[src/include/crc_pkg.sv]
// Purpose: Shared constants and types for the programmable checksum engine.
// Assumes: Plain register port with one-cycle strobes and read data one cycle later.
// Notes:   Offsets are byte addresses of aligned 32-bit words.
package crc_pkg;

  localparam logic [7:0]  OFF_MODE   = 8'h00;
  localparam logic [7:0]  OFF_SEED   = 8'h04;
  localparam logic [7:0]  OFF_SUM    = 8'h08;
  localparam logic [7:0]  OFF_DATA   = 8'h0c;
  localparam logic [7:0]  OFF_STATUS = 8'h10;

  localparam int          MODE_POLY_LSB  = 0;
  localparam int          MODE_DREV_BIT  = 2;
  localparam int          MODE_DINV_BIT  = 3;
  localparam int          MODE_SREV_BIT  = 4;
  localparam int          MODE_SINV_BIT  = 5;
  localparam logic [5:0]  MODE_RESET     = 6'h00;
  localparam logic [31:0] SEED_RESET     = 32'hffffffff;

  localparam logic [15:0] POLY_CCITT = 16'h1021;
  localparam logic [15:0] POLY_16    = 16'h8005;
  localparam logic [31:0] POLY_32    = 32'h04c11db7;

  localparam logic [1:0]  SIZE_BYTE  = 2'h0;
  localparam logic [1:0]  SIZE_HALF  = 2'h1;
  localparam logic [1:0]  SIZE_WORD  = 2'h2;
  localparam logic [2:0]  STEPS_BYTE = 3'h1;
  localparam logic [2:0]  STEPS_HALF = 3'h2;
  localparam logic [2:0]  STEPS_WORD = 3'h4;

  typedef enum logic [1:0] {
    POLY_SEL_CCITT = 2'h0,
    POLY_SEL_16    = 2'h1,
    POLY_SEL_32    = 2'h2
  } poly_sel_t;

  // Fields run from bit 5 down to bit 0, matching the MODE_*_BIT positions.
  typedef struct packed {
    logic      sum_inv;
    logic      sum_rev;
    logic      data_inv;
    logic      data_rev;
    poly_sel_t poly;
  } mode_t;

  typedef struct packed {
    logic [7:0]  addr;
    logic [31:0] wdata;
    logic [1:0]  size;
    logic        wr;
    logic        rd;
  } bus_req_t;

  typedef enum logic [1:0] {
    ST_IDLE = 2'b00,
    ST_FOLD = 2'b01
  } fsm_t;

endpackage : crc_pkg

[src/verilog/crc_byte_step.sv]
// Purpose: Folds one byte into a running checksum with the selected polynomial.
// Assumes: Checksum kept MSB-first in the low bits for 16-bit selections.
// Notes:   Purely combinational.
`timescale 1ns/1ns
module crc_byte_step (
  input  wire crc_pkg::poly_sel_t poly,    // Polynomial selection
  input  wire logic [31:0]        sum_in,  // Checksum before the byte
  input  wire logic [7:0]         din,     // Byte to fold
  output logic [31:0]             sum_out  // Checksum after the byte
);
  import crc_pkg::*;

  always_comb begin
    logic [31:0] acc;
    logic        fb;
    acc = sum_in;
    fb  = 1'b0;
    for (int i = 7; i >= 0; i--) begin
      if (poly == POLY_SEL_32) begin
        fb  = acc[31] ^ din[i];
        acc = {acc[30:0], 1'b0} ^ (fb ? POLY_32 : 32'h00000000);
      end else begin
        fb  = acc[15] ^ din[i];
        acc = {16'h0000, acc[14:0], 1'b0} ^ {16'h0000, fb ? ((poly == POLY_SEL_16) ? POLY_16 : POLY_CCITT) : 16'h0000};
      end
    end
    sum_out = acc;
  end

endmodule : crc_byte_step

[src/verilog/crc_bit_mirror.sv]
// Purpose: Optional bit reversal and inversion of a word of a given width.
// Assumes: Width is a parameter; used for data bytes and the checksum.
// Notes:   Purely combinational.
`timescale 1ns/1ns
module crc_bit_mirror #(
  parameter int W = 8
) (
  input  wire logic [W-1:0] din,  // Value in
  input  wire logic         rev,  // Reverse bit order
  input  wire logic         inv,  // Invert every bit
  output logic [W-1:0]      dout  // Value out
);

  always_comb begin
    logic [W-1:0] t;
    t = din;
    if (rev) begin
      for (int i = 0; i < W; i++) t[i] = din[W-1-i];
    end
    dout = inv ? ~t : t;
  end

endmodule : crc_bit_mirror

[src/verilog/crc_engine.sv]
// Purpose: Programmable checksum engine fed by processor or DMA writes.
// Assumes: Register strobes one cycle, read data one cycle later, no wait states.
// Notes:   A busy engine defers a read or data write until its byte steps end.
//
// Notes on behaviour
// Checksum uses one of three software-selected polynomials.
// CCITT selection folds with x16+x12+x5+1 into 16 bits.
// CRC-16 selection folds with x16+x15+x2+1 into 16 bits.
// CRC-32 selection folds with the standard 32-bit polynomial.
// Separate bit-reverse settings for input data and for read checksum.
// Separate invert settings for input data and for read checksum.
// Software loads a seed into the accumulator before calculating.
// Two back-to-back data writes accepted without idle bus cycles; one request parks while busy, later ones overwrite it or are dropped.
// Byte, halfword or word writes fold exactly the written bytes.
// A byte write completes in one cycle.
// A halfword write completes in two byte steps, two cycles.
// A word write completes in four byte steps, four cycles.
// Multi-byte writes fold least significant byte first.
// Reads and later data writes wait until prior byte steps end.
`timescale 1ns/1ns
module crc_engine (
  input  wire logic              sys_clk,  // 50 MHz clock
  input  wire logic              arst_n,   // Asynchronous reset, active low
  input  wire crc_pkg::bus_req_t req,      // Address, data, size and strobes
  output logic [31:0]            rdata,    // Read data, valid the cycle after an idle engine takes a read
  output logic                   busy      // Byte steps still in progress
);
  import crc_pkg::*;

  // ****************************************
  // State
  // ****************************************
  mode_t       mode, next_mode;
  logic [31:0] seed, next_seed;
  logic [31:0] sum, next_sum;
  logic [31:0] word, next_word;
  logic [2:0]  left, next_left;
  fsm_t        state, next_state;
  bus_req_t    held, next_held;
  logic        held_ok, next_held_ok;
  logic [31:0] next_rdata;
  logic        next_busy;

  // ****************************************
  // Datapath
  // ****************************************
  logic [7:0]  byte_raw, byte_in;
  logic [31:0] step_sum;
  logic [31:0] sum_view, sum_fmt16, sum_fmt32;

  assign byte_raw = word[7:0];

  crc_bit_mirror #(.W(8)) u_din (
    .din  (byte_raw),
    .rev  (mode.data_rev),
    .inv  (mode.data_inv),
    .dout (byte_in)
  );

  crc_byte_step u_step (
    .poly    (mode.poly),
    .sum_in  (sum),
    .din     (byte_in),
    .sum_out (step_sum)
  );

  crc_bit_mirror #(.W(32)) u_s32 (
    .din  (sum),
    .rev  (mode.sum_rev),
    .inv  (mode.sum_inv),
    .dout (sum_fmt32)
  );

  crc_bit_mirror #(.W(16)) u_s16 (
    .din  (sum[15:0]),
    .rev  (mode.sum_rev),
    .inv  (mode.sum_inv),
    .dout (sum_fmt16[15:0])
  );

  assign sum_fmt16[31:16] = 16'h0000;
  assign sum_view = (mode.poly == POLY_SEL_32) ? sum_fmt32 : sum_fmt16;

  // ****************************************
  // Next state
  // ****************************************
  always_comb begin
    bus_req_t r;
    logic     take;
    next_mode    = mode;
    next_seed    = seed;
    next_sum     = sum;
    next_word    = word;
    next_left    = left;
    next_state   = state;
    next_held    = held;
    next_held_ok = held_ok;
    next_rdata   = 32'h00000000;
    take         = 1'b0;
    r            = req;

    // A request arriving while busy is parked and served after the last step.
    if (state == ST_FOLD) begin
      next_sum  = step_sum;
      next_word = {8'h00, word[31:8]};
      next_left = left - 3'h1;
      if (req.wr || req.rd) begin
        next_held    = req;
        next_held_ok = 1'b1;
      end
      if (left == 3'h1) begin
        next_state = ST_IDLE;
      end
    end

    if (state == ST_IDLE && held_ok) begin
      r            = held;
      take         = 1'b1;
      next_held_ok = 1'b0;
    end else if (state == ST_IDLE) begin
      r    = req;
      take = req.wr || req.rd;
    end else begin
      r = req;
    end

    if (take && r.wr) begin
      case (r.addr)
        OFF_MODE: begin
          next_mode = mode_t'(r.wdata[5:0]);
        end
        OFF_SEED: begin
          next_seed = r.wdata;
          next_sum  = r.wdata;
        end
        OFF_DATA: begin
          next_word  = r.wdata;
          next_state = ST_FOLD;
          case (r.size)
            SIZE_HALF: next_left = STEPS_HALF;
            SIZE_WORD: next_left = STEPS_WORD;
            default:   next_left = STEPS_BYTE;
          endcase
        end
        default: begin
        end
      endcase
    end
    if (take && r.rd) begin
      case (r.addr)
        OFF_MODE:   next_rdata = {26'h0000000, mode};
        OFF_SEED:   next_rdata = seed;
        OFF_SUM:    next_rdata = sum_view;
        OFF_STATUS: next_rdata = {31'h00000000, held_ok};
        default:    next_rdata = 32'h00000000;
      endcase
    end
    next_busy = (next_state == ST_FOLD);
  end

  always_ff @(posedge sys_clk or negedge arst_n) begin
    if (!arst_n) begin
      mode    <= mode_t'(MODE_RESET);
      seed    <= SEED_RESET;
      sum     <= SEED_RESET;
      word    <= 32'h00000000;
      left    <= 3'h0;
      state   <= ST_IDLE;
      held    <= '0;
      held_ok <= 1'b0;
      rdata   <= 32'h00000000;
      busy    <= 1'b0;
    end else begin
      mode    <= next_mode;
      seed    <= next_seed;
      sum     <= next_sum;
      word    <= next_word;
      left    <= next_left;
      state   <= next_state;
      held    <= next_held;
      held_ok <= next_held_ok;
      rdata   <= next_rdata;
      busy    <= next_busy;
    end
  end
endmodule : crc_engine

[config.mk]
export PLATFORM = sky130hd
export DESIGN_NAME = crc_engine
export DESIGN_NICKNAME = d
export VERILOG_FILES = /design/src/include/crc_pkg.sv /design/src/verilog/crc_byte_step.sv /design/src/verilog/crc_bit_mirror.sv /design/src/verilog/crc_engine.sv
export SDC_FILE = /design/constraint.sdc
export NUM_CORES = 1
export LEC_CHECK = 0
export BUFFER_PORTS_ARGS = -buffer_cell sky130_fd_sc_hd__buf_2
export CAP_MARGIN = 10
export CORE_MARGIN = 5
export CORE_UTILIZATION = 49
export DETAILED_ROUTE_END_ITERATION = 8
export PLACE_DENSITY = 0.78
export SLEW_MARGIN = 20
export SYNTH_ARGS = -nofsm -noshare
export SYNTH_HDL_FRONTEND = slang
export SYNTH_HIERARCHICAL = 1
export SYNTH_SLANG_ARGS = --single-unit
[constraint.sdc]
create_clock -name sys_clk -period 8.5 [get_ports sys_clk]
set_input_delay 0.85 -clock sys_clk [delete_from_list [all_inputs] [get_ports sys_clk]]
set_output_delay 0.85 -clock sys_clk [all_outputs]
set_load 0.01 [all_outputs]
# ---- Yosys cells after proc, flatten, opt, wreduce, memory -nomap -nowiden
# Index checks and enable logic that the tools add are counted.
dict set report totals {
  reg_bits 185
  input_bits 46
  output_inout_bits 33
  elab_cells 131
}
dict set report classes {
  n_addsub 1
  eq_ne 11
  mux 54
  n_bitwise 35
  n_reduce_logical 12
}
# op n
set ops {}
lappend ops {{2-to-1 mux 32 bit} 18}
lappend ops {{XOR 32 bit} 8}
lappend ops {{2-to-1 mux 27 bit} 8}
lappend ops {{2-to-1 mux 16 bit} 11}
lappend ops {{case mux 32 bit (4 select lines)} 1}
lappend ops {{XOR 16 bit} 8}
lappend ops {{2-to-1 mux 44 bit} 1}
lappend ops {{inverter 32 bit} 1}
lappend ops {{equality test 8 x 4 -> 1 bit (second input constant)} 2}
lappend ops {{2-to-1 mux 8 bit} 2}
lappend ops {{inverter 16 bit} 1}
lappend ops {{XOR 1 bit} 16}
lappend ops {{2-to-1 mux 3 bit} 3}
lappend ops {{equality test 2 x 1 -> 1 bit (second input constant)} 4}
lappend ops {{equality test 8 x 3 -> 1 bit (second input constant)} 1}
lappend ops {{equality test 8 x 5 -> 1 bit (second input constant)} 1}
lappend ops {{logical NOT 8 bit} 1}
lappend ops {{2-to-1 mux 2 bit} 4}
lappend ops {{inverter 8 bit} 1}
lappend ops {{AND reduction 2 bit} 4}
lappend ops {{case mux 3 bit (2 select lines)} 1}
lappend ops {{2-to-1 mux 1 bit} 5}
lappend ops {{equality test 2 bit (second input constant)} 2}
lappend ops {{nonzero test 2 bit} 2}
lappend ops {{other kinds (5)} 7}

# ---- Logic depth before layout (Yosys ltp)
dict set report depth {
  depth_word 38
  mapped_depth 14
  mapped_depth_nobuf 12
}

# ---- Hierarchy
# Netlist, hierarchy kept.
# module instances cells_per_inst area_per_inst_um2 seq_area_each_um2
set by_module_without_submodules {}
lappend by_module_without_submodules {crc_engine 1 763 8394.3 4709.5}
lappend by_module_without_submodules {crc_byte_step 1 253 1894.3 0.0}
lappend by_module_without_submodules {{crc_bit_mirror at u_s32} 1 72 676.9 0.0}
lappend by_module_without_submodules {{crc_bit_mirror at u_s16} 1 36 344.1 0.0}
lappend by_module_without_submodules {{crc_bit_mirror at u_din} 1 18 166.4 0.0}

# ---- Worst setup path before layout
# Ideal clock, no wire load.
dict set report synth_timing {
  path_type {register to register}
  startpoint {reg mode[2] (netlist bit)}
  endpoint {reg sum[0]}
  setup_ns 0.087
  arrival_ns 3.113
  required_ns 8.413
  path_slack_ns 5.299
  stages_incl_launch_ff 13
  path_buffers 1
  synth_period_minus_slack_ns 3.201
  cell_sequence {dfrtp_1 > buf_6 > mux2i_1 > xnor2_1 > xor2_4 > xor2_1 > o221ai_1 > a22oi_2 > mux2i_1 > a21o_1 > a311o_1 > a211oi_1 > a21oi_1}
}
dict set report synth_via {
  word_cells_on_any_way 56
  classes_between {mux: 26; bitwise: 30}
}
# item line_no
set synth_rtl {}
lappend synth_rtl {{start: declaration} crc_engine.sv:33} ;# mode_t mode, next_mode;
lappend synth_rtl {{start signal: assignment} crc_engine.sv:163} ;# mode <= mode_t'(MODE_RESET);
lappend synth_rtl {{start signal: assignment} crc_engine.sv:174} ;# mode <= next_mode;
lappend synth_rtl {{2-to-1 mux 8 bit *} crc_bit_mirror.sv:17} ;# if (rev) begin
lappend synth_rtl {{inverter 8 bit} crc_bit_mirror.sv:20} ;# dout = inv ? ~t : t;
lappend synth_rtl {{2-to-1 mux 8 bit *} crc_bit_mirror.sv:20}
lappend synth_rtl {{via byte_in[6]} crc_engine.sv:47} ;# logic [7:0] byte_raw, byte_in;
lappend synth_rtl {{XOR 1 bit} crc_byte_step.sv:23} ;# fb = acc[15] ^ din[i];
lappend synth_rtl {{2-to-1 mux 16 bit} crc_byte_step.sv:24} ;# acc = {16'h0000, acc[14:0], 1'b0} ^ {16'h0000, fb ? ((poly == POLY_SEL_16) ? POLY_16 : POLY_CCITT) : 16'h0000} ...
lappend synth_rtl {{XOR 16 bit} crc_byte_step.sv:24}
lappend synth_rtl {{2-to-1 mux 32 bit *} crc_byte_step.sv:19} ;# if (poly == POLY_SEL_32) begin
lappend synth_rtl {{(+21 left out)} n/a}
lappend synth_rtl {{2-to-1 mux 16 bit} crc_byte_step.sv:24}
lappend synth_rtl {{XOR 16 bit} crc_byte_step.sv:24}
lappend synth_rtl {{2-to-1 mux 32 bit *} crc_byte_step.sv:19}
lappend synth_rtl {{via step_sum[0]} crc_engine.sv:48} ;# logic [31:0] step_sum;
lappend synth_rtl {{2-to-1 mux 32 bit *} crc_engine.sv:103} ;# if (state == ST_FOLD) begin
lappend synth_rtl {{2-to-1 mux 32 bit} crc_engine.sv:128} ;# case (r.addr)
lappend synth_rtl {{2-to-1 mux 32 bit *} crc_engine.sv:127} ;# if (take && r.wr) begin
lappend synth_rtl {{via next_sum[0]} crc_engine.sv:35} ;# logic [31:0] sum, next_sum;
lappend synth_rtl {{end signal: assignment} crc_engine.sv:176} ;# sum <= next_sum;
lappend synth_rtl {{end: declaration} crc_engine.sv:35}
# Mark *: on every way through the listed nets, which the timed path passes. The rest lies on a longest branch.
# A chain may end at the register's enable or synchronous reset.

# ---- Worst setup path in the final report
dict set report layout_timing {
  startpoint {reg mode[2] (netlist bit)}
  endpoint {reg sum[0]}
}
dict set report layout_via {
  elab_chain_len 38
  word_cells_on_any_way 56
  classes_between {mux: 26; bitwise: 30}
}
# item line_no
set layout_rtl {}
lappend layout_rtl {{2-to-1 mux 8 bit *} crc_bit_mirror.sv:17}
lappend layout_rtl {{inverter 8 bit} crc_bit_mirror.sv:20}
lappend layout_rtl {{2-to-1 mux 8 bit *} crc_bit_mirror.sv:20}
lappend layout_rtl {{via byte_in[7]} crc_engine.sv:47}
lappend layout_rtl {{XOR 1 bit} crc_byte_step.sv:23}
lappend layout_rtl {{2-to-1 mux 16 bit} crc_byte_step.sv:24}
lappend layout_rtl {{XOR 16 bit} crc_byte_step.sv:24}
lappend layout_rtl {{2-to-1 mux 32 bit *} crc_byte_step.sv:19}
lappend layout_rtl {{(+25 left out)} n/a}
lappend layout_rtl {{2-to-1 mux 16 bit *} crc_byte_step.sv:24}
lappend layout_rtl {{XOR 16 bit *} crc_byte_step.sv:24}
lappend layout_rtl {{2-to-1 mux 32 bit *} crc_byte_step.sv:19}
lappend layout_rtl {{via step_sum[0]} crc_engine.sv:48}
lappend layout_rtl {{2-to-1 mux 32 bit *} crc_engine.sv:103}
lappend layout_rtl {{2-to-1 mux 32 bit} crc_engine.sv:128}
lappend layout_rtl {{2-to-1 mux 32 bit *} crc_engine.sv:127}
lappend layout_rtl {{via next_sum[0]} crc_engine.sv:35}
# Marked as above.

==> metrics.cfg <==
[logic_synthesis]
syn_area_per_cell_um2 = 10.0
synth_xor_area_share_pct = 15.1
synth-seq-cells = 185
synth_cell_types = 62
synth_nets = 1192
synth_top_family_by_area = multiplexers
synthAdderAreaFrac_pct = 0.436
yosysWarnings = 6
synthArstFlopShare_pct = 100
syn_area_um2 = 11500
netlist_instances = 1142
synth-seq-area-share_pct = 41.0
synth_mux_area_share_pct = 15.5
synthFlopType = dfrtp_1
synth-compound-area-share_pct = 11.8
synth-edff-count = 0
synth-simple-area-share_pct = 12.1

[timing]
worst_pin_slew_ps = 1200
min_period_ps = 3930
totalNegativeSetupSlack_ps = 0
rsz0062_at_grt = false
report.final.slew_viol_count = 0
hold_viol_final = 0
holdWs_ps = 506
clock-skew-final_ps = 16.5
maxSlewHeadroom_pct = 19.8
fin_crit_sh_pct = 46.2
fmax_ghz = 0.255
setup_viol = 0

[clock_tree]
cts.path.max_buffers = 2
root_buffer = clkbuf_16
clkTransAtPathRegs_ps = 80
ctsHoldBuffers = 0
clk_latency_ps = 450
post_cts_buffers = 0
clock-sinks = 185
cts_resized = 0
numCtsBuffers = 17
cts-htree-levels = 4
cts_tree = built

[floorplan]
core_um2 = 23300
die-area_um2 = 26600
start_util_pct = 49.3
ios = 79
row_count = 56
die_h_um = 163
fp.dieW_um = 163

[setup_path]
cp.arrival_ps = 4270
critPathMostFrequentCell = xnor2_1
start_kind = register
required_ps = 8850
cp_max_fo = 10
cpMaxStageDelayCell = dfrtp_1
end_kind = register
path_cells = mux2i_1 -> xnor2_1 -> xor2_2 -> xnor2_1 -> nor2_1 -> xnor2_2 -> xnor3_1 -> a311o_1 -> a211oi_1 -> a21oi_1
critPathKind = register to register
worst_path_largest_cell_delay_ps = 630

[drt]
vias = 8915
drt_iter0_markers = 916
drc_errors = 0
drtAntennaViolNets = 0
drt_pass1_iterations = 6
routed_wl_mm = 32.9
wl_per_cell_um = 21.8
vias_per_cell = 5.90

[flow_run]
max_cap_viol_count = 0

[place]
dp_hpwl_mm = 22.8
place_inst = 1478
io_buffers = 78
gp_congestion = 0.969

[run_status]
status = finished, final reports clean

[pwr]
peakVddDrop_mv = 0.176
p_comb_share_pct = 45.1
powerDensity_nw_per_um2 = 313
seqPwrFrac_pct = 34.3
switching_power_uw = 1550
internal-power_uw = 2400
pwr-share-clk_pct = 20.7
p_leak_uw = 0.00566
design_power_total_uw = 3950
swShare_pct = 39.3

[grt]
grt_pass1_wl_mm = 51.0
grt_max_degree = 112
grt-ovfl-total = 0
antenna_found_initial = 0
grt.total_usage_pct = 25.0
first_global_vias = 8620

[layout]
final_layout_size_suffix_gt1_share_pct = 22.9
layout.cells.non_filler = 1511
diodes = 0
final_nets = 1229
final_common_cell = xnor2_1
seq_area_um2 = 4710
final_util_pct = 54.2
syn_to_final_growth_pct = 9.88
final_cell_mix = xnor2_1 (135), dfrtp_1 (119), mux2i_1 (113)
n_fill_cell = 2073
multiInputGateArea_um2 = 6320

[worst_hold_path]
hold_path.class = register to register

per-layer routing:
metal	share of wire (%)	global-route usage, %
met1	46	37.7
met2	45	37.3
met3	7.3	4.19
met4	2.3	6.94
met5	0	0
cell families (layout without fill, tap and decap cells):
group           after synthesis  count (layout)
fa+ha+maj                     4               4
xor+xnor                    183             183
flops                       185             185
simple gates                293             293
mux                         170             170
compound gates              218             218
buf+inv                      89             139
per-stage QoR:
stage / cell area [µm²] / setup WS [ps]
final: 12600 / 4570
after global routing: 12600 / 4350
after CTS: 12600 / 4650
after detailed placement: 12000 / 4630
after global placement: 12000 / 4750
after floorplan: 11500 / 5300
Yosys cell counts, types with 5 or more instances:
master,n,area [µm²]
a211oi_1,35,263
a21oi_1,104,521
a22oi_1,21,158
a2bb2oi_1,10,87.6
and2_1,33,206
and3_1,26,163
buf_2,27,135
buf_6,6,67.6
clkbuf_1,33,124
dfrtp_1,121,3030
dfstp_2,64,1680
inv_1,11,41.3
mux2_2,56,631
mux2i_1,113,1130
nand2_1,80,300
nand2b_1,7,43.8
nand3_1,13,65.1
nor2_1,104,390
nor3_1,13,65.1
o211ai_1,5,37.5
o21ai_0,16,80.1
o21ai_1,9,45.0
xnor2_1,135,1180
xor2_1,36,315
state kept, by name, summed over array words and instances (netlist names):
name / cells
held: 44
sum: 32
seed: 32
busy: 1
word: 32
state: 2
held_ok: 1
rdata: 32
left: 3
mode: 6
power groups by stage:
stage	logic (µW)	clock network, µW	registers [µW]
global route	1920	863	1380
floorplan	1420	0	1260
finish	1780	816	1350
detailed placement	1740	0	1360
global placement	1720	0	1350
CTS	1750	825	1340
layout make-up:
type	instances	share of cell area, %
multi-input combinational	868	50.1
sequential	185	37.4
timing repair buffer	96	4.34
clock buffer	19	3.43
tap	319	3.17
clock inverter	13	1.23
inverter	11	0.327
final timing paths:
path | to | depth (start not counted) | slack (ps) | startpoint
worst max-delay path | sum[0] | 10 | 4570 | mode[2]
worst min-delay path | seed[12] | 2 | 510 | seed[12]
worst max register to register | sum[0] | 10 | 4570 | mode[2]
worst min register to register | seed[12] | 2 | 510 | seed[12]
max in group asynchronous | word[4] | 2 | 6470 | arst_n
min in group asynchronous | rdata[3] | 1 | 550 | arst_n
critical path, delay by kind of cell, from the launching register on:
kind | cells | cell delay (ps)
multiplexers | 1 | 160
XOR/XNOR | 5 | 2280
AND/OR/NAND/NOR | 1 | 130
flip-flops | 1 | 630
AO/OA/AOI/OAI | 3 | 620
Power figures use the tool's default switching activity.
